[config.mk]
export PLATFORM = sky130hd
export DESIGN_NAME = sfd_seq
export DESIGN_NICKNAME = d
export VERILOG_FILES = /design/src/sfd_pkg.sv /design/src/sfd_seq.sv
export SDC_FILE = /design/constraint.sdc
export NUM_CORES = 1
export LEC_CHECK = 0
export ABC_AREA = 0
export ABC_CLOCK_PERIOD_IN_PS = 4150
export BUFFER_PORTS_ARGS = -buffer_cell sky130_fd_sc_hd__buf_2
export CAP_MARGIN = 15
export CORE_UTILIZATION = 40
export CTS_CLUSTER_SIZE = 14
export DETAILED_ROUTE_END_ITERATION = 16
export HOLD_SLACK_MARGIN = 0.02
export PLACE_DENSITY = 0.68
export SLEW_MARGIN = 10
export SYNTH_ARGS = -nofsm -noshare
export SYNTH_HDL_FRONTEND = slang
export SYNTH_SLANG_ARGS = --single-unit
export TNS_END_PERCENT = 10
[constraint.sdc]
create_clock -name clk_sys_i -period 4.15 [get_ports clk_sys_i]
set_input_delay 0.2075 -clock clk_sys_i [delete_from_list [all_inputs] [get_ports clk_sys_i]]
set_output_delay 0.2075 -clock clk_sys_i [all_outputs]
set_load 0.01 [all_outputs]
[src/sfd_pkg.sv]
// Constants and carrier types for the speaker fault diagnostic sequencer.
// Assumes a 100 MHz system clock; all times below derive their cycle counts from it.
package sfd_pkg;
	localparam int CLK_NS = 10;
	localparam int RECHECK_US = 1000;
	localparam int ACQ_MS = 100;
	localparam int FMUTE_US = 1500;
	localparam int NMUTE_MS = 20;
	localparam int RECHECK_CYC = (RECHECK_US * 1000 + CLK_NS - 1) / CLK_NS;
	localparam int ACQ_CYC = (ACQ_MS * 1000000 + CLK_NS - 1) / CLK_NS;
	localparam int FMUTE_CYC = (FMUTE_US * 1000) / CLK_NS;
	localparam int NMUTE_CYC = (NMUTE_MS * 1000000 + CLK_NS - 1) / CLK_NS;
	localparam int TW_PULSES = 3;
	localparam int TMR_W = 24;
	localparam int IB1_MUTE_R = 1;
	localparam int IB1_MUTE_F = 2;
	localparam int IB1_GAIN_R = 3;
	localparam int IB1_GAIN_F = 4;
	localparam int IB1_OFS_EN = 5;
	localparam int IB1_DIAG_EN = 6;
	localparam int IB2_CUR_EN = 2;
	localparam int IB2_LINE = 3;
	localparam int IB2_RUN = 4;
	localparam int IB2_FMUTE = 5;
	localparam logic RST_ARM = 1'b1;
	typedef struct packed {logic gso; logic gsk; logic vs; logic sh; logic op;} sfd_cmp_t;
	typedef struct packed {logic gnd; logic vs; logic sh; logic op; logic perm;} sfd_res_t;
	typedef struct packed {
		logic [7:0] ib1;
		logic [7:0] ib2;
		logic rd_tgl;
		logic [2:0] twarn;
		logic biased;
		logic [3:0] scp;
		logic [3:0] cur;
		logic [3:0] ofs;
		sfd_cmp_t [3:0] cmp;
	} sfd_pin_t;
	typedef enum logic [1:0] {G_STBY = 2'b00, G_TON = 2'b01, G_RUN = 2'b10} sfd_gst_t;
	typedef enum logic [1:0] {C_ACT = 2'b00, C_CHK = 2'b01, C_DIAG = 2'b10, C_RST = 2'b11} sfd_cst_t;
endpackage

[src/sfd_seq.sv]
// Four-channel load fault diagnostic sequencer: turn-on, permanent, offset and AC tests.
// Assumes bus logic presents the instruction bytes as levels and toggles rd_tgl per read.
// How it works
// Turn-on test pulse runs at standby exit when diagnostics are requested.
// Turn-on result held; next pulse allowed only after a read.
// Same-write standby exit and enable: pulse first, stage stays standby, outputs hi-Z.
// Permanent diagnostics once biased; turn-on result kept until a short appears.
// Output status latched at end of the 100 ms acquisition window.
// Load limits switch to line-driver set at 16 dB plus line-driver mode.
// Restart mode: faulted channel alone shuts down, rechecked every 1 ms.
// Diagnostic mode enabled by the host, starts on a protection trip.
// Recheck 1 ms after trip; no overload reactivates the channel.
// Persisting overload runs 100 ms cycle, stores result, enters restart.
// Next permanent cycle armed only by a host read.
// Host polls status periodically, preferably above half a second apart.
// Offset test from last read or enable; flag only if stable throughout.
// Protection trip during measurement suppresses offset and AC results.
// Fewer than three pulses above 500 mA reports open tweeter.
// Host plays at least three tone cycles before reading the AC result.
// Multiple faults reported one per read-and-removal round.
// Fault pairs resolve by fixed priority.
// Permanent diagnostics never report open load.
// Faults reported only if stable; a read re-arms and returns prior results.
// Fast-mute bit shortens mute below 1.5 ms; host clears it after.
// Three thermal warnings passed to the host.
// First instruction byte bit 6 enables diagnostics.
// Second instruction byte bit 3 selects line-driver thresholds.
// Second instruction byte bit 5 selects fast mute timing.
// Diagnostic byte bit 6 shows a terminated cycle.
// Each channel keeps its own state and result.
`timescale 1ns/1ps
`default_nettype none
module sfd_seq
	import sfd_pkg::*;
#(
	parameter int P_RECHECK = RECHECK_CYC,
	parameter int P_ACQ = ACQ_CYC,
	parameter int P_FMUTE = FMUTE_CYC,
	parameter int P_NMUTE = NMUTE_CYC
) (
	// Clock and reset
	input wire logic clk_sys_i,
	input wire logic nrst_i,
	// Pins from bus logic and comparators
	input wire sfd_pin_t pin_i,
	// Power stage control
	output logic standby_o,
	output logic out_hiz_o,
	output logic test_pulse_o,
	output logic [3:0] ch_en_o,
	output logic [3:0] thr_line_o,
	output logic mute_o,
	output logic fast_mute_o,
	// Diagnostic read data
	output sfd_res_t [3:0] res_o,
	output logic diag_done_o,
	output logic [3:0] offset_o,
	output logic [3:0] tw_open_o,
	output logic [2:0] twarn_o
);

////////////////////////////////////////////////////////////////////////////////
// Pin synchroniser: three flops, a change counts when the last two agree

function automatic sfd_res_t resolve(input sfd_cmp_t c, input logic perm);
	sfd_res_t r;
	r.gnd = c.gso | (c.gsk & ~(c.op & ~perm));
	r.vs = c.vs;
	r.sh = c.sh & ~c.gso & ~c.gsk & ~c.vs;
	r.op = ~perm & c.op & ~c.gso & ~c.vs;
	r.perm = perm;
	return r;
endfunction

sfd_pin_t s1, s2, s3, st;
always_ff @(posedge clk_sys_i or negedge nrst_i) begin
	if (!nrst_i) begin
		s1 <= '0;
		s2 <= '0;
		s3 <= '0;
		st <= '0;
	end else begin
		s1 <= pin_i;
		s2 <= s1;
		s3 <= s2;
		st <= sfd_pin_t'((s2 & ~(s2 ^ s3)) | (st & (s2 ^ s3)));
	end
end

logic rd_q, ofs_q;
logic [3:0] cur_q;
always_ff @(posedge clk_sys_i or negedge nrst_i) begin
	if (!nrst_i) begin
		rd_q <= 1'b0;
		ofs_q <= 1'b0;
		cur_q <= '0;
	end else begin
		rd_q <= st.rd_tgl;
		ofs_q <= st.ib1[IB1_OFS_EN];
		cur_q <= st.cur;
	end
end
wire logic rd = st.rd_tgl ^ rd_q;
wire logic diag_en = st.ib1[IB1_DIAG_EN];
wire logic ofs_start = rd | (st.ib1[IB1_OFS_EN] & ~ofs_q);

////////////////////////////////////////////////////////////////////////////////
// Turn-on diagnostic

sfd_gst_t gst;
logic [TMR_W-1:0] gtmr;
logic ton_arm;
wire logic ton_end = gst == G_TON && gtmr == TMR_W'(P_ACQ - 1);
wire logic perm_on = gst == G_RUN && st.biased;

always_ff @(posedge clk_sys_i or negedge nrst_i) begin
	if (!nrst_i) begin
		gst <= G_STBY;
		gtmr <= '0;
	end else begin
		gtmr <= (gst == G_TON) ? gtmr + 1'b1 : '0;
		unique case (gst)
			G_STBY: if (st.ib2[IB2_RUN]) gst <= (diag_en && ton_arm) ? G_TON : G_RUN;
			G_TON: if (ton_end) gst <= G_RUN;
			G_RUN: if (!st.ib2[IB2_RUN]) gst <= G_STBY;
		endcase
	end
end

always_ff @(posedge clk_sys_i or negedge nrst_i) begin
	if (!nrst_i)
		ton_arm <= RST_ARM;
	else if (rd)
		ton_arm <= 1'b1;
	else if (ton_end)
		ton_arm <= 1'b0;
end

////////////////////////////////////////////////////////////////////////////////
// Per-channel permanent diagnostics

sfd_cst_t cst [4];
logic [TMR_W-1:0] ctmr [4];
sfd_cmp_t acc [4];
logic [3:0] parm;
logic [3:0] cyc_end;

for (genvar i = 0; i < 4; i++) begin : g_ch
	wire logic tick = ctmr[i] == TMR_W'(P_RECHECK - 1);
	assign cyc_end[i] = cst[i] == C_DIAG && ctmr[i] == TMR_W'(P_ACQ - 1);
	always_ff @(posedge clk_sys_i or negedge nrst_i) begin
		if (!nrst_i) begin
			cst[i] <= C_ACT;
			ctmr[i] <= '0;
		end else if (!perm_on) begin
			cst[i] <= C_ACT;
			ctmr[i] <= '0;
		end else begin
			ctmr[i] <= ctmr[i] + 1'b1;
			unique case (cst[i])
				C_ACT: begin
					ctmr[i] <= '0;
					if (st.scp[i]) cst[i] <= diag_en ? C_CHK : C_RST;
				end
				C_CHK: if (tick) begin
					ctmr[i] <= '0;
					cst[i] <= !st.scp[i] ? C_ACT : (parm[i] ? C_DIAG : C_RST);
				end
				C_DIAG: if (cyc_end[i]) begin
					ctmr[i] <= '0;
					cst[i] <= C_RST;
				end
				C_RST: if (tick) begin
					ctmr[i] <= '0;
					if (!st.scp[i]) cst[i] <= C_ACT;
				end
			endcase
		end
	end
	// Fault must hold on every sample of the window
	always_ff @(posedge clk_sys_i or negedge nrst_i) begin
		if (!nrst_i)
			acc[i] <= '0;
		else if ((gst == G_STBY) || (cst[i] == C_CHK))
			acc[i] <= '1;
		else
			acc[i] <= acc[i] & st.cmp[i];
	end
	always_ff @(posedge clk_sys_i or negedge nrst_i) begin
		if (!nrst_i)
			parm[i] <= RST_ARM;
		else if (rd)
			parm[i] <= 1'b1;
		else if (cyc_end[i])
			parm[i] <= 1'b0;
	end
	always_ff @(posedge clk_sys_i or negedge nrst_i) begin
		if (!nrst_i)
			res_o[i] <= '0;
		else if (ton_end)
			res_o[i] <= resolve(acc[i] & st.cmp[i], 1'b0);
		else if (cyc_end[i] && |(acc[i] & st.cmp[i]))
			res_o[i] <= resolve(acc[i] & st.cmp[i], 1'b1);
	end
end

////////////////////////////////////////////////////////////////////////////////
// Offset and AC current tests

sfd_cmp_t unused_cmp;
logic [3:0] ofs_acc, sup;
logic [1:0] pcnt [4];
for (genvar i = 0; i < 4; i++) begin : g_meas
	always_ff @(posedge clk_sys_i or negedge nrst_i) begin
		if (!nrst_i) begin
			ofs_acc[i] <= 1'b0;
			sup[i] <= 1'b0;
			pcnt[i] <= '0;
		end else begin
			ofs_acc[i] <= ofs_start ? 1'b1 : ofs_acc[i] & st.ofs[i];
			sup[i] <= (rd || ofs_start) ? 1'b0 : sup[i] | st.scp[i];
			if (rd || !st.ib2[IB2_CUR_EN])
				pcnt[i] <= '0;
			else if (st.cur[i] && !cur_q[i] && pcnt[i] != 2'(TW_PULSES))
				pcnt[i] <= pcnt[i] + 1'b1;
		end
	end
	always_ff @(posedge clk_sys_i or negedge nrst_i) begin
		if (!nrst_i) begin
			offset_o[i] <= 1'b0;
			tw_open_o[i] <= 1'b0;
		end else if (rd) begin
			offset_o[i] <= st.ib1[IB1_OFS_EN] & ofs_acc[i] & st.ofs[i] & ~sup[i];
			tw_open_o[i] <= st.ib2[IB2_CUR_EN] & (pcnt[i] != 2'(TW_PULSES)) & ~sup[i];
		end
	end
end

////////////////////////////////////////////////////////////////////////////////
// Status and power stage outputs

always_ff @(posedge clk_sys_i or negedge nrst_i) begin
	if (!nrst_i)
		diag_done_o <= 1'b0;
	else if (ton_end || |cyc_end)
		diag_done_o <= 1'b1;
	else if (rd)
		diag_done_o <= 1'b0;
end

logic [TMR_W-1:0] mtmr;
wire logic mute_req = !st.ib1[IB1_MUTE_F] && !st.ib1[IB1_MUTE_R];
wire logic [TMR_W-1:0] mlen = st.ib2[IB2_FMUTE] ? TMR_W'(P_FMUTE - 1) : TMR_W'(P_NMUTE - 1);
always_ff @(posedge clk_sys_i or negedge nrst_i) begin
	if (!nrst_i) begin
		mtmr <= '0;
		mute_o <= 1'b1;
	end else if (!mute_req) begin
		mtmr <= '0;
		mute_o <= 1'b0;
	end else if (!mute_o) begin
		mtmr <= mtmr + 1'b1;
		if (mtmr >= mlen) mute_o <= 1'b1;
	end
end

always_ff @(posedge clk_sys_i or negedge nrst_i) begin
	if (!nrst_i) begin
		standby_o <= 1'b1;
		out_hiz_o <= 1'b1;
		test_pulse_o <= 1'b0;
		ch_en_o <= '0;
		thr_line_o <= '0;
		fast_mute_o <= 1'b0;
		twarn_o <= '0;
	end else begin
		standby_o <= gst != G_RUN;
		out_hiz_o <= gst != G_RUN;
		test_pulse_o <= gst == G_TON;
		for (int i = 0; i < 4; i++)
			ch_en_o[i] <= gst == G_RUN && cst[i] == C_ACT;
		thr_line_o <= {4{st.ib2[IB2_LINE]}} & {st.ib1[IB1_GAIN_R], st.ib1[IB1_GAIN_F],
			st.ib1[IB1_GAIN_R], st.ib1[IB1_GAIN_F]};
		fast_mute_o <= st.ib2[IB2_FMUTE];
		twarn_o <= st.twarn;
	end
end
endmodule
`default_nettype wire

======== Word-level counts from Yosys, hierarchy flattened ========
Cells that the tools add are included.
storage, ports and cells
  register bits after elaboration ......... 457
  bits of input ports ..................... 55
  output and inout bits ................... 45
  word-level logic and storage cells ...... 532
operators by class
  $add $sub $neg .......................... 10
  $lt $le $gt $ge ......................... 1
  equal/unequal tests ..................... 52
  mux-type cells .......................... 105
  bitwise gates (word level) .............. 94
  reductions and logical operators ........ 71
operator list
  cell                                                               number
  24-bit two-way mux                                                 15
  24-bit one-hot mux with 3 select lines                             4
  24-bit by 1-bit adder with 24-bit output, second input constant    6
  24-bit == test, second input constant                              5
  53-bit bitwise AND                                                 2
  24-bit by 17-bit == test with 1-bit output, second input constant  4
  2-bit two-way mux                                                  41
  5-bit two-way mux                                                  12
  3-bit != test, second input constant                               20
  53-bit NOT                                                         1
  53-bit OR                                                          1
  53-bit XOR                                                         1
  1-bit bitwise AND                                                  49
  2-bit one-hot mux with 4 select lines                              4
  2-bit nonzero test                                                 14
  1-bit two-way mux                                                  27
  24-bit by 21-bit >= comparator with 1-bit output                   1
  1-bit logical AND                                                  24
  21-bit two-way mux                                                 1
  1-bit NOT                                                          21
  5-bit bitwise AND                                                  4
  5-bit AND reduction                                                4
  5-bit OR reduction                                                 4
  2-bit == test, second input constant                               9
  other kinds (13)                                                   59

======== Longest topological paths before layout ========
Gate-level depths: netlist of the first run.
  depth after elaboration ................. 7
  depth in mapped cells ................... 8
  depth with buffers taken out ............ 7

======== Worst setup path before layout of the first run ========
No wires, ideal clock.
  path type ............................... register to register
  start point ............................. register gtmr[9]
  end point ............................... register res_o[7] (netlist bit)
  setup time .............................. 0.125 ns
  arrival ................................. 1.985 ns
  data required time ...................... 4.025 ns
  setup slack ............................. 2.040 ns
  cell stages (with the launch flop) ...... 7
  buffers on the path ..................... 1
  period minus slack after synthesis ...... 2.110 ns
  path through ............................ dfrtp_1 -> nand2_1 -> or4_4 -> or4_4 -> buf_6 -> nand2_1 -> mux2_2
between the ends
  longest elaborated chain between the ends .. 3
  elaborated cells on any way between the ends .. 4
  those cells by class .................... eq/ne (1); mux (1); reduce/logical (2)
ends and longest elaborated chain
  element                                                         line            RTL
  start, declared                                                 sfd_seq.sv:111  logic [TMR_W-1:0] gtmr;
  start signal, assigned                                          sfd_seq.sv:121  gtmr <= (gst == G_TON) ? gtmr + 1'b1 : '0;
  24-bit == test *                                                sfd_seq.sv:113  wire logic ton_end = gst == G_TON && gtmr == TMR_W'(P_ACQ - 1);
  1-bit logical AND *                                             sfd_seq.sv:113
  5-bit two-way mux / 2-bit nonzero test (equally long branches)  --
  end signal, assigned by index                                   sfd_seq.sv:201  res_o[i] <= resolve(acc[i] & st.cmp[i], 1'b0);
  end signal, assigned by index                                   sfd_seq.sv:203  res_o[i] <= resolve(acc[i] & st.cmp[i], 1'b1);
  end, declared                                                   sfd_seq.sv:55   output sfd_res_t [3:0] res_o,
Mark *: on every way between the ends. The rest lies on a longest branch, timed or not.
A chain may end at the register's enable or synchronous reset.

======== Worst setup path in the final report of the first run ========
  start point ............................. register ctmr[35] (netlist bit)
  end point ............................... register ctmr[39] (netlist bit)
between the ends
  longest elaborated chain between the ends .. 5
  elaborated cells on any way between the ends .. 8
  those cells by class .................... add/sub (1); eq/ne (2); mux (4); reduce/logical (1)
ends and longest elaborated chain
  element                                                                           line            RTL
  start, declared                                                                   sfd_seq.sv:143  logic [TMR_W-1:0] ctmr [4];
  start signal, assigned by index                                                   sfd_seq.sv:159  ctmr[i] <= ctmr[i] + 1'b1;
  branches (longest 3 deep; another with 24-bit by 1-bit adder with 24-bit output)  --
  24-bit one-hot mux with 3 select lines *                                          sfd_seq.sv:160  unique case (cst[i])
  24-bit two-way mux *                                                              sfd_seq.sv:155  end else if (!perm_on) begin
Mark *: on every way between the ends.

==> results.ini, run 1 <==
[detailed_routing]
vias_per_cell = 5.02
ant_nets = 0
vias = 10700
drt-pass1-iter-count = 13
wire_per_inst_um = 15.1
route.detailed.drc = 3
first_iter_violations = 884
wl_um = 32200

[synthesis]
netlist_instances = 1404
async_flop_share_pct = 100
ys_warn_count = 0
ys.flop_type = dfrtp_1
syn_area_um2 = 16800
synth_nets = 1482
synth.area.top_cells = dfrtp_1 (63%), nor2_1 (4.4%), xor2_1 (3.8%)
synth_cell_types = 73
yosysTopAreaCell = dfrtp_1
yosysSeqAreaShare_pct = 64.3
ys_ff_latch = 431
synth-edff-count = 0
yosysTopAreaCellShare_pct = 63.2
syn-mean-instance-area_um2 = 11.9

[global_routing]
antenna_found_initial = 0
grt_max_degree = 107
grt_pass1_wl_um = 54100
grt_usage_pct = 15.7
grt_use_met3_pct = 2.95
gr-usage-met1_pct = 21.8
first_global_vias = 10800
grt_use_met2_pct = 24.5
grt-ovfl-total = 0
top_usage_layer = met2

[clock_tree]
cts_setup_buffers = 0
cts_max_path_buffers = 3
insertion_delay_ns = 0.58
cts-buffers-inserted = 46
htree_levels = 2
holdBufCountCts = 48
cts_tree = done
cts_resized = 0
clk_root_buffer_cell = clkbuf_16
clock-sinks = 431
cts.clk_slew.worst_paths_ns = 0.06

[placed_design]
portBuffers = 93
gp_congestion = 0.839
dp.cells = 2004
dpl.hpwl_um = 20700

[timing]
max_slew.worst_pin.slew_ns = 1.04
whs_ns = 0.269
min_period_ns = 2.74
finalSetupViolCount = 0
slew_headroom_pct = 30.6
rsz0062_at_grt = false
slew_viol_final = 0
max_freq_mhz = 365
hold_viol = 0
fin_crit_sh_pct = 66.0
timing.setup.tns_ns = 0
finalClockSkew_ns = 0.0137

[final_layout]
layout-drive-gt1-share_pct = 13.0
area_growth_pct = 18.3
fillCellCount = 3645
final_cell_mix = dfrtp_1 (424), nor2_1 (198), nand2_1 (124), buf_2 (92), xor2_1 (72)
final_cells = 2135
layout.nets = 1646
final_common_cell = dfrtp_1
n_antenna_cell = 0

[critical_path]
path_max_fanout = 24
crit_type = reg2reg
reg2reg_to = ctmr[39]
timing.rr.start = ctmr[35]
required_ns = 4.56
end_kind = flip-flop
r2r_slack_ns = 1.41
worst_r2r_path_depth = 5
crit_path_start_kind = flip-flop
arrival_ns = 3.15

[worst_hold_path]
holdCritStartpoint = pin_i[31]
hold_path_end = s1[31]
hp-class = in2reg
hold_depth = 2

[floorplanning]
start_util_pct = 40.8
die_area_um2 = 42800
core_um2 = 41100
ios = 100
row_count = 74
die_x_um = 207
die_h_um = 207

[pwr]
power.total_mw = 9.63
powerDensity_nw_per_um2 = 485
leakage_nw = 8.62
peakVddDrop_uv = 347

[job]
maxCapViolCount = 0

[status]
status = finished with violations
violations = DRC

logic make-up after synthesis:
kind of cell	synth area share (%)
multiplexers	1.23
XOR/XNOR	7.00
flip-flops	64.3
buffers and inverters	1.82
adder cells (fa/ha/maj)	4.52
AO/OA/AOI/OAI	3.60
AND/OR/NAND/NOR	17.5
final cells by class:
type / count / area, um^2 / share of cell area (%)
Sequential cell: 431 / 10800 / 54.4
Inverter: 39 / 146 / 0.738
Multi-Input combinational cell: 902 / 5700 / 28.7
Clock buffer: 59 / 1250 / 6.30
Tap cell: 532 / 666 / 3.35
Timing Repair Buffer: 148 / 1050 / 5.27
Clock inverter: 24 / 243 / 1.22
worst max-delay path, stage by stage (launching register included):
cell and delay, ns:
dfrtp_1 0.42, or4b_1 0.55, nor4_2 0.37, and3_1 0.30, a2bb2oi_2 0.80, nor2_1 0.13
synth_stat cells, types with 6 or more instances:
master / count
xor2_1: 72
xnor2_1: 62
nor4_1: 25
and4_1: 13
and3_1: 25
dfrtp_1: 424
maj3_1: 47
and2_1: 16
nand3_1: 69
nor2_1: 198
mux2i_1: 12
nor3b_1: 6
ha_1: 23
inv_1: 39
buf_4: 6
o21ai_0: 21
buf_2: 6
nand4b_1: 6
clkbuf_1: 17
nor2b_1: 7
nand2_1: 124
nand4_1: 38
a21oi_1: 20
nor3_1: 27
dfstp_2: 7
where the power goes:
group | internal [mW] | leakage, nW | switching [mW] | total [mW]
Clock | 2.33 | 0.728 | 1.68 | 4.02
Sequential | 4.52 | 5.44 | 0.195 | 4.72
Combinational | 0.330 | 2.46 | 0.565 | 0.896
Total | 7.19 | 8.62 | 2.44 | 9.63
worst max path at each step:
stage / start / slack [ns] / endpoint / depth (start not counted)
2_1_floorplan: gtmr[9] / 2.04 / res_o[7] / 6
3_3_place_gp: ctmr[35] / 1.50 / ctmr[42] / 5
3_5_place_dp: ctmr[35] / 1.43 / ctmr[43] / 5
4_1_cts: ctmr[35] / 1.41 / ctmr[39] / 5
5_1_grt: ctmr[35] / 1.18 / ctmr[45] / 5
6_report: ctmr[35] / 1.41 / ctmr[39] / 5
layer usage:
metal / wire length [um] / vias to the layer above / share of wire [%]
li1: - / 5138 / -
met1: 15200 / 5280 / 47
met2: 14600 / 223 / 45
met3: 1530 / 68 / 4.8
met4: 878 / 0 / 2.7
met5: 0 / - / 0
metrics by stage:
step / instance area (um^2) / worst slack [ns] / util [%]
2_1_floorplan: 16800 / 2.04 / -
3_3_place_gp: 17900 / 1.50 / 43.5
3_5_place_dp: 17900 / 1.43 / 43.5
4_1_cts: 19800 / 1.41 / 48.3
5_1_grt: 19800 / 1.18 / 48.3
6_report: 19800 / 1.41 / 48.3
Note: power is estimated with default switching activity, not from simulation.
==> run 2: changes to the inputs <==
- ABC_AREA: 0 -> 1
- ABC_CLOCK_PERIOD_IN_PS: 4150 -> 2460
- PLACE_DENSITY: 0.68 -> 0.7
- clock period: 4.15 -> 2.46 ns (I/O delays scaled with it)
==> run 2 against run 1 <==
- the flow now finishes without violations
- final cell count grew 28%
- sequential cell count is the same
- clock power rose by 92%
- sequential power is 69% higher
- cell area up 8.6%
- routed wire length rose by 22%
- clock skew rose by 0.014 ns
- power increased by 83%
- critical path depth rose by 5
- worst hold slack got worse by 0.11 ns
- via count increased by 26%
- first-iteration DRC count fell by 7.7%
- critical path type unchanged
==> results.ini, run 2 <==
[floorplanning]
die_area_um2 = 46000  ; was 42800 um^2
core_um2 = 44400  ; was 41100 um^2
die_h_um = 215  ; was 207 um
start_util_pct = 40.7  ; was 40.8%
row_count = 77  ; was 74
die_x_um = 215  ; was 207 um
ios = 100  ; unchanged

[pwr]
peakVddDrop_uv = 621  ; was 347 uV
clkPwrFrac_pct = 43.8  ; was 41.7%
seq_power_share_pct = 45.4  ; was 49.0%
p_switching_mw = 4.44  ; was 2.44 mW
p_comb_share_pct = 10.8  ; was 9.3%
leakage_nw = 9.71  ; was 8.62 nW
intPower_mw = 13.2  ; was 7.19 mW
powerDensity_nw_per_um2 = 817  ; was 485 nW/um^2
switching_share_pct = 25.2  ; was 25.4%

[critical_path]
arrival_ns = 2.66  ; was 3.15 ns
crit_path_start_kind = flip-flop  ; unchanged
path_max_fanout = 25  ; was 24
end_kind = flip-flop  ; unchanged
required_ns = 2.91  ; was 4.56 ns
worst_r2r_path_depth = 10  ; was 5
crit_type = reg2reg  ; unchanged

[synthesis]
netlist_instances = 1913  ; was 1404
yosysTopAreaCell = dfrtp_1  ; unchanged
synth_nets = 1991  ; was 1482
yosysTopAreaCellShare_pct = 58.7  ; was 63.2%
ys.flop_type = dfrtp_1  ; unchanged
synth.area.top_cells = dfrtp_1 (59%), nand2_1 (8.0%), nor2_1 (6.1%)  ; was dfrtp_1 (63%), nor2_1 (4.4%), xor2_1 (3.8%)
yosysSeqAreaShare_pct = 59.7  ; was 64.3%
synth-edff-count = 0  ; unchanged
ys_ff_latch = 431  ; unchanged
yosys-top-cells-count = dfrtp_1 (424), nand2_1 (385), nor2_1 (293), inv_1 (206), nand3_1 (106)  ; was dfrtp_1 (424), nor2_1 (198), nand2_1 (124), xor2_1 (72), nand3_1 (69)
synth_cell_types = 47  ; was 73
syn-mean-instance-area_um2 = 9.45  ; was 11.9 um^2
ys_warn_count = 0  ; unchanged
async_flop_share_pct = 100  ; unchanged
syn_area_um2 = 18100  ; was 16800 um^2
synth_most_common_cell = dfrtp_1  ; unchanged

[clock_tree]
cts_setup_buffers = 0  ; unchanged
cts-buffers-inserted = 46  ; unchanged
htree_levels = 2  ; unchanged
cts.clk_slew.worst_paths_ns = 0.06  ; about the same
clock-sinks = 431  ; unchanged
insertion_delay_ns = 0.58  ; about the same
clk_root_buffer_cell = clkbuf_16  ; unchanged
cts_max_path_buffers = 3  ; unchanged
cts_tree = done  ; unchanged

[global_routing]
gr-usage-met1_pct = 24.4  ; was 21.8%
antenna_found_initial = 0  ; unchanged
first_global_vias = 13400  ; was 10800
grt_usage_pct = 17.6  ; was 15.7%
grt_pass1_wl_um = 66500  ; was 54100 um
grt-ovfl-total = 0  ; unchanged
grt_use_met2_pct = 28.1  ; was 24.5%
grt_use_met3_pct = 2.88  ; was 2.95%
grt_max_degree = 77  ; was 107
top_usage_layer = met2  ; unchanged

[detailed_routing]
drt-pass1-iter-count = 5  ; was 13
first_iter_violations = 816  ; was 884
vias_per_cell = 4.95  ; was 5.02
wl_um = 39400  ; was 32200 um
ant_nets = 0  ; unchanged
wire_per_inst_um = 14.4  ; was 15.1 um
route.detailed.drc = 0  ; was 3
vias = 13500  ; was 10700

[worst_hold_path]
hp-class = in2async  ; was in2reg

[job]
maxCapViolCount = 0  ; unchanged

[timing]
max_slew.worst_pin.slew_ns = 0.728  ; was 1.04 ns
whs_ns = 0.157  ; was 0.269 ns
slew_headroom_pct = 51.3  ; was 30.6%
timing.setup.tns_ns = 0  ; unchanged
fin_crit_sh_pct = 89.8  ; was 66.0%
rsz0062_at_grt = false  ; unchanged
finalClockSkew_ns = 0.0281  ; was 0.0137 ns
finalSetupViolCount = 0  ; unchanged
hold_viol = 0  ; unchanged
max_freq_mhz = 453  ; was 365 MHz
min_period_ns = 2.21  ; was 2.74 ns
slew_viol_final = 0  ; unchanged

[final_layout]
regArea_um2 = 10800  ; unchanged
fillCellCount = 4040  ; was 3645
final_common_cell = dfrtp_1  ; unchanged
final_cell_mix = dfrtp_1 (424), nand2_1 (385), nor2_1 (293), inv_1 (206), nand3_1 (106)  ; was dfrtp_1 (424), nor2_1 (198), nand2_1 (124), buf_2 (92), xor2_1 (72)
n_antenna_cell = 0  ; unchanged
fin_util_pct = 48.5  ; was 48.3%
layout.nets = 2174  ; was 1646
layout-drive-gt1-share_pct = 11.1  ; was 13.0%
multi_input_area_um2 = 6340  ; was 5700 um^2
area_growth_pct = 19.2  ; was 18.3%

[status]
status = completed  ; was finished with violations

[placed_design]
gp_congestion = 0.904  ; was 0.839
portBuffers = 93  ; unchanged
dpl.hpwl_um = 27900  ; was 20700 um

==> run 2: cell count changes in the layout (fill, tap and decap cells not counted), moves of 42 or more <==
cell | previous run | this run
a21oi_1 | 20 | 62
xnor2_1 | 61 | 13
nor3_1 | 27 | 86
nand2_1 | 124 | 385
nor2_1 | 198 | 293
inv_1 | 39 | 206
==> run 2: final cells by class <==
class / instances / area share [%]
flip-flops and latches: 431 / 50.1
multi-input cells: 1248 / 29.4
clock buffers: 66 / 6.45
repair buffers: 161 / 5.42
inverters: 208 / 3.62
well taps: 592 / 3.44
clock inverters: 20 / 1.56
==> run 2: critical path, stage by stage (launching register included) <==
cell,delay [ns]
dfrtp_1,0.44
ha_1,0.23
nand2_2,0.08
nor2_4,0.16
nand4_4,0.11
nor2_4,0.21
nand3_4,0.30
o21ai_0,0.27
nand2_1,0.09
o21ai_0,0.11
inv_1,0.07
==> run 2: routing by layer <==
metal / part of all wire [%] / vias to the layer above / wire (um)
li1: - / 6577 / -
met1: 46 / 6566 / 18300
met2: 47 / 291 / 18400
met3: 4.5 / 66 / 1750
met4: 2.5 / 0 / 998
met5: 0 / - / 0
==> run 2: per-stage QoR <==
stage	instances	instance area, um^2	setup WS (ns)	power [mW]
after floorplan	1913	18100	0.816	9.17
after CTS	2726	21500	0.256	17.8
after global placement	2592	19300	0.413	9.89
final	2726	21600	0.250	17.6
after global routing	2726	21600	0.0766	18.4
after detailed placement	2592	19300	0.281	9.97
==> run 2: logic make-up (layout without fill, tap and decap cells) <==
group                    after synthesis  after routing  synth area share [%]
AND/OR/NAND/NOR                      979            979                  23.7
XOR/XNOR                              59             59                  2.86
AO/OA/AOI/OAI                        139            139                  4.21
adder cells (fa/ha/maj)               70             70                  4.19
flip-flops                           431            431                  59.7
multiplexers                           1              1                0.0554
buffers and inverters                234            455                  5.22
==> run 2: power by group through the flow <==
stage | sequential, mW | combinational [mW] | clock (mW)
4_1_cts | 8.01 | 1.92 | 7.91
2_1_floorplan | 8.05 | 1.12 | 0
5_1_grt | 8.07 | 2.17 | 8.19
3_3_place_gp | 8.11 | 1.78 | 0
3_5_place_dp | 8.13 | 1.85 | 0
6_report | 8.00 | 1.90 | 7.71
==> run 2: final timing paths <==
kind	end	start	slack (ns)
worst min register to register	s2[23]	s1[23]	0.35
worst max-delay path	res_o[8]	gtmr[0]	0.25
max in group asynchronous	s3[34]	nrst_i	1.47
worst min-delay path	asynchronous set/reset pin	nrst_i	0.16
worst max register to register	res_o[8]	gtmr[0]	0.25
min in group clk_sys_i	s1[14]	pin_i[14]	0.19
==> run 2: repair_timing <==
item / 4_1_cts / 5_1_grt
hold endpoints to repair: 180 / 0
setup endpoints to repair: 0 / 1
resized for setup: 0 / 1
hold buffers: 48 / 0
==> run 3: changes to the inputs <==
- CORE_UTILIZATION: 40 -> 50
- PLACE_DENSITY: 0.7 -> 0.82
==> run 3 against run 2 <==
- power decreased by 6.3%
- count of clock-buffer cells in the layout decreased by 3
- first-iteration DRC count increased by 17%
- cell area decreased by 2.3%
- maximum frequency increased by 2.5%
- utilization increased by 11 points
- critical path depth unchanged
- clock skew increased by 0.0015 ns
- highest routed layer unchanged
- clock power decreased by 14%
==> results.ini, run 3 (synthesis results as in run 2) <==
[status]
status = completed  ; unchanged

[timing]
fin_crit_sh_pct = 87.7  ; was 89.8%
min_period_ns = 2.16  ; was 2.21 ns
max_slew.worst_pin.slew_ns = 0.731  ; was 0.728 ns
timing.setup.tns_ns = 0  ; unchanged
max_freq_mhz = 464  ; was 453 MHz
finalSetupViolCount = 0  ; unchanged
slew_headroom_pct = 51.1  ; was 51.3%
whs_ns = 0.188  ; was 0.157 ns
rsz0062_at_grt = false  ; unchanged
slew_viol_final = 0  ; unchanged
finalClockSkew_ns = 0.0296  ; was 0.0281 ns
hold_viol = 0  ; unchanged

[pwr]
seq_power_share_pct = 48.6  ; was 45.4%
p_comb_share_pct = 11.4  ; was 10.8%
clkPwrFrac_pct = 40.0  ; was 43.8%
powerDensity_nw_per_um2 = 784  ; was 817 nW/um^2
intPower_mw = 12.2  ; was 13.2 mW
switching_share_pct = 26.2  ; was 25.2%
peakVddDrop_uv = 640  ; was 621 uV
p_switching_mw = 4.33  ; was 4.44 mW
leakage_nw = 9.52  ; was 9.71 nW

[clock_tree]
clk_root_buffer_cell = clkbuf_16  ; unchanged
cts-buffers-inserted = 44  ; was 46
cts_max_path_buffers = 3  ; unchanged
cts.clk_slew.worst_paths_ns = 0.06  ; about the same
cts_tree = done  ; unchanged
insertion_delay_ns = 0.58  ; about the same
htree_levels = 2  ; unchanged
cts_setup_buffers = 0  ; unchanged
clock-sinks = 431  ; unchanged

[global_routing]
grt_pass1_wl_um = 66500  ; about the same
grt_usage_pct = 22.5  ; was 17.6%
grt_max_degree = 107  ; was 77
antenna_found_initial = 0  ; unchanged
first_global_vias = 13600  ; was 13400
grt-ovfl-total = 0  ; unchanged

[worst_hold_path]
hold_path_end = s1[12]
holdCritStartpoint = pin_i[12]
hp-class = in2reg  ; was in2async
hold_depth = 2

[critical_path]
path_delay_family = simple AND/OR/NAND/NOR gates  ; unchanged
arrival_ns = 2.59  ; was 2.66 ns
cp_slowest_cell = dfrtp_1  ; unchanged
cp_cell_sequence = ha_1 -> nand2_2 -> nor2_4 -> nand4_4 -> nor2_4 -> nand3_4 -> o21ai_0 -> inv_1 -> nand2_1 -> o21ai_1  ; was ha_1 -> nand2_2 -> nor2_4 -> nand4_4 -> nor2_4 -> nand3_4 -> o21ai_0 -> nand2_1 -> o21ai_0 -> inv_1
end_kind = flip-flop  ; unchanged
path_max_fanout = 25  ; unchanged
crit_buf_inv = 1  ; unchanged
cpPeakStageDelay_ns = 0.42  ; was 0.44 ns
required_ns = 2.89  ; was 2.91 ns
crit_type = reg2reg  ; unchanged
r2r_slack_ns = 0.30  ; was 0.25 ns
critPathMostFrequentCell = nor2_4
reg2reg_to = res_o[6]  ; was res_o[8]
crit_path_start_kind = flip-flop  ; unchanged
worst_r2r_path_depth = 10  ; unchanged
timing.rr.start = gtmr[0]  ; unchanged

[floorplanning]
die_area_um2 = 36900  ; was 46000 um^2
die_h_um = 192  ; was 215 um
row_count = 69  ; was 77
start_util_pct = 50.8  ; was 40.7%
core_um2 = 35600  ; was 44400 um^2
ios = 100  ; unchanged
die_x_um = 192  ; was 215 um

[detailed_routing]
vias = 13500  ; unchanged
drt-pass1-iter-count = 5  ; unchanged
ant_nets = 0  ; unchanged
wire_per_inst_um = 15.2  ; was 14.4 um
first_iter_violations = 953  ; was 816
route.detailed.drc = 0  ; unchanged
vias_per_cell = 5.23  ; was 4.95
wl_um = 39100  ; was 39400 um

[final_layout]
final_common_cell = dfrtp_1  ; unchanged
layout.nets = 2169  ; was 2174
n_antenna_cell = 0  ; unchanged
final_cell_mix = dfrtp_1 (424), nand2_1 (385), nor2_1 (293), inv_1 (206), nand3_1 (106)  ; unchanged
area_growth_pct = 16.5  ; was 19.2%
layout-drive-gt1-share_pct = 10.3  ; was 11.1%
fin_area_um2 = 21100  ; was 21600 um^2

[placed_design]
placedInstanceArea_um2 = 19100  ; was 19300 um^2
dpl.hpwl_um = 27500  ; was 27900 um
portBuffers = 93  ; unchanged
gp_congestion = 0.922  ; was 0.904

[job]
maxCapViolCount = 0  ; unchanged

-- run 3: how the worst max path moves through the flow --
stage,start,cells past startpoint,slack [ns],to
finish,gtmr[0],10,0.30,res_o[6]
detailed placement,gtmr[0],10,0.33,res_o[6]
CTS,gtmr[0],10,0.32,res_o[6]
global placement,gtmr[0],10,0.43,res_o[8]
global route,ctmr[0],13,0.08,cst[0]
floorplan,gtmr[0],11,0.82,res_o[9]
-- run 3: layout make-up --
| type | instances | area (um^2) |
|---|---|---|
| Fill cell | 3014 | 14500 |
| Sequential cell | 431 | 10800 |
| Multi-Input combinational cell | 1248 | 6340 |
| Clock buffer | 63 | 1260 |
| Timing Repair Buffer | 158 | 1140 |
| Inverter | 208 | 781 |
| Tap cell | 461 | 577 |
| Clock inverter | 13 | 163 |
-- run 3: power by group through the flow --
stage / Combinational (mW) / Clock, mW / Sequential (mW)
detailed placement: 1.81 / 0 / 8.14
global route: 2.15 / 7.04 / 8.09
floorplan: 1.12 / 0 / 8.05
global placement: 1.73 / 0 / 8.11
finish: 1.88 / 6.60 / 8.02
CTS: 1.89 / 6.76 / 8.02
-- run 3: repair_timing --
item	4_1_cts	5_1_grt
gates resized for setup	0	0
hold endpoints to repair	473	0
hold buffers	49	0
-- run 3: metal layers --
layer  routed length (um)  part of all wire (%)  track usage, %
met5                    0                     0               0
met3                 1760                   4.5            3.31
met2                18500                    47            36.0
met1                17800                    45            31.1
met4                 1080                   2.7            8.27
-- run 3: per-stage QoR --
stage          worst slack (ns)  power (mW)  utilization (%)  std cells
2_1_floorplan             0.816        9.17                -       1913
3_5_place_dp              0.334        9.95             53.8       2457
4_1_cts                   0.316        16.7             59.2       2582
6_report                  0.303        16.5             59.2       2582
3_3_place_gp              0.433        9.84             53.8       2457
5_1_grt                  0.0789        17.3             59.2       2582
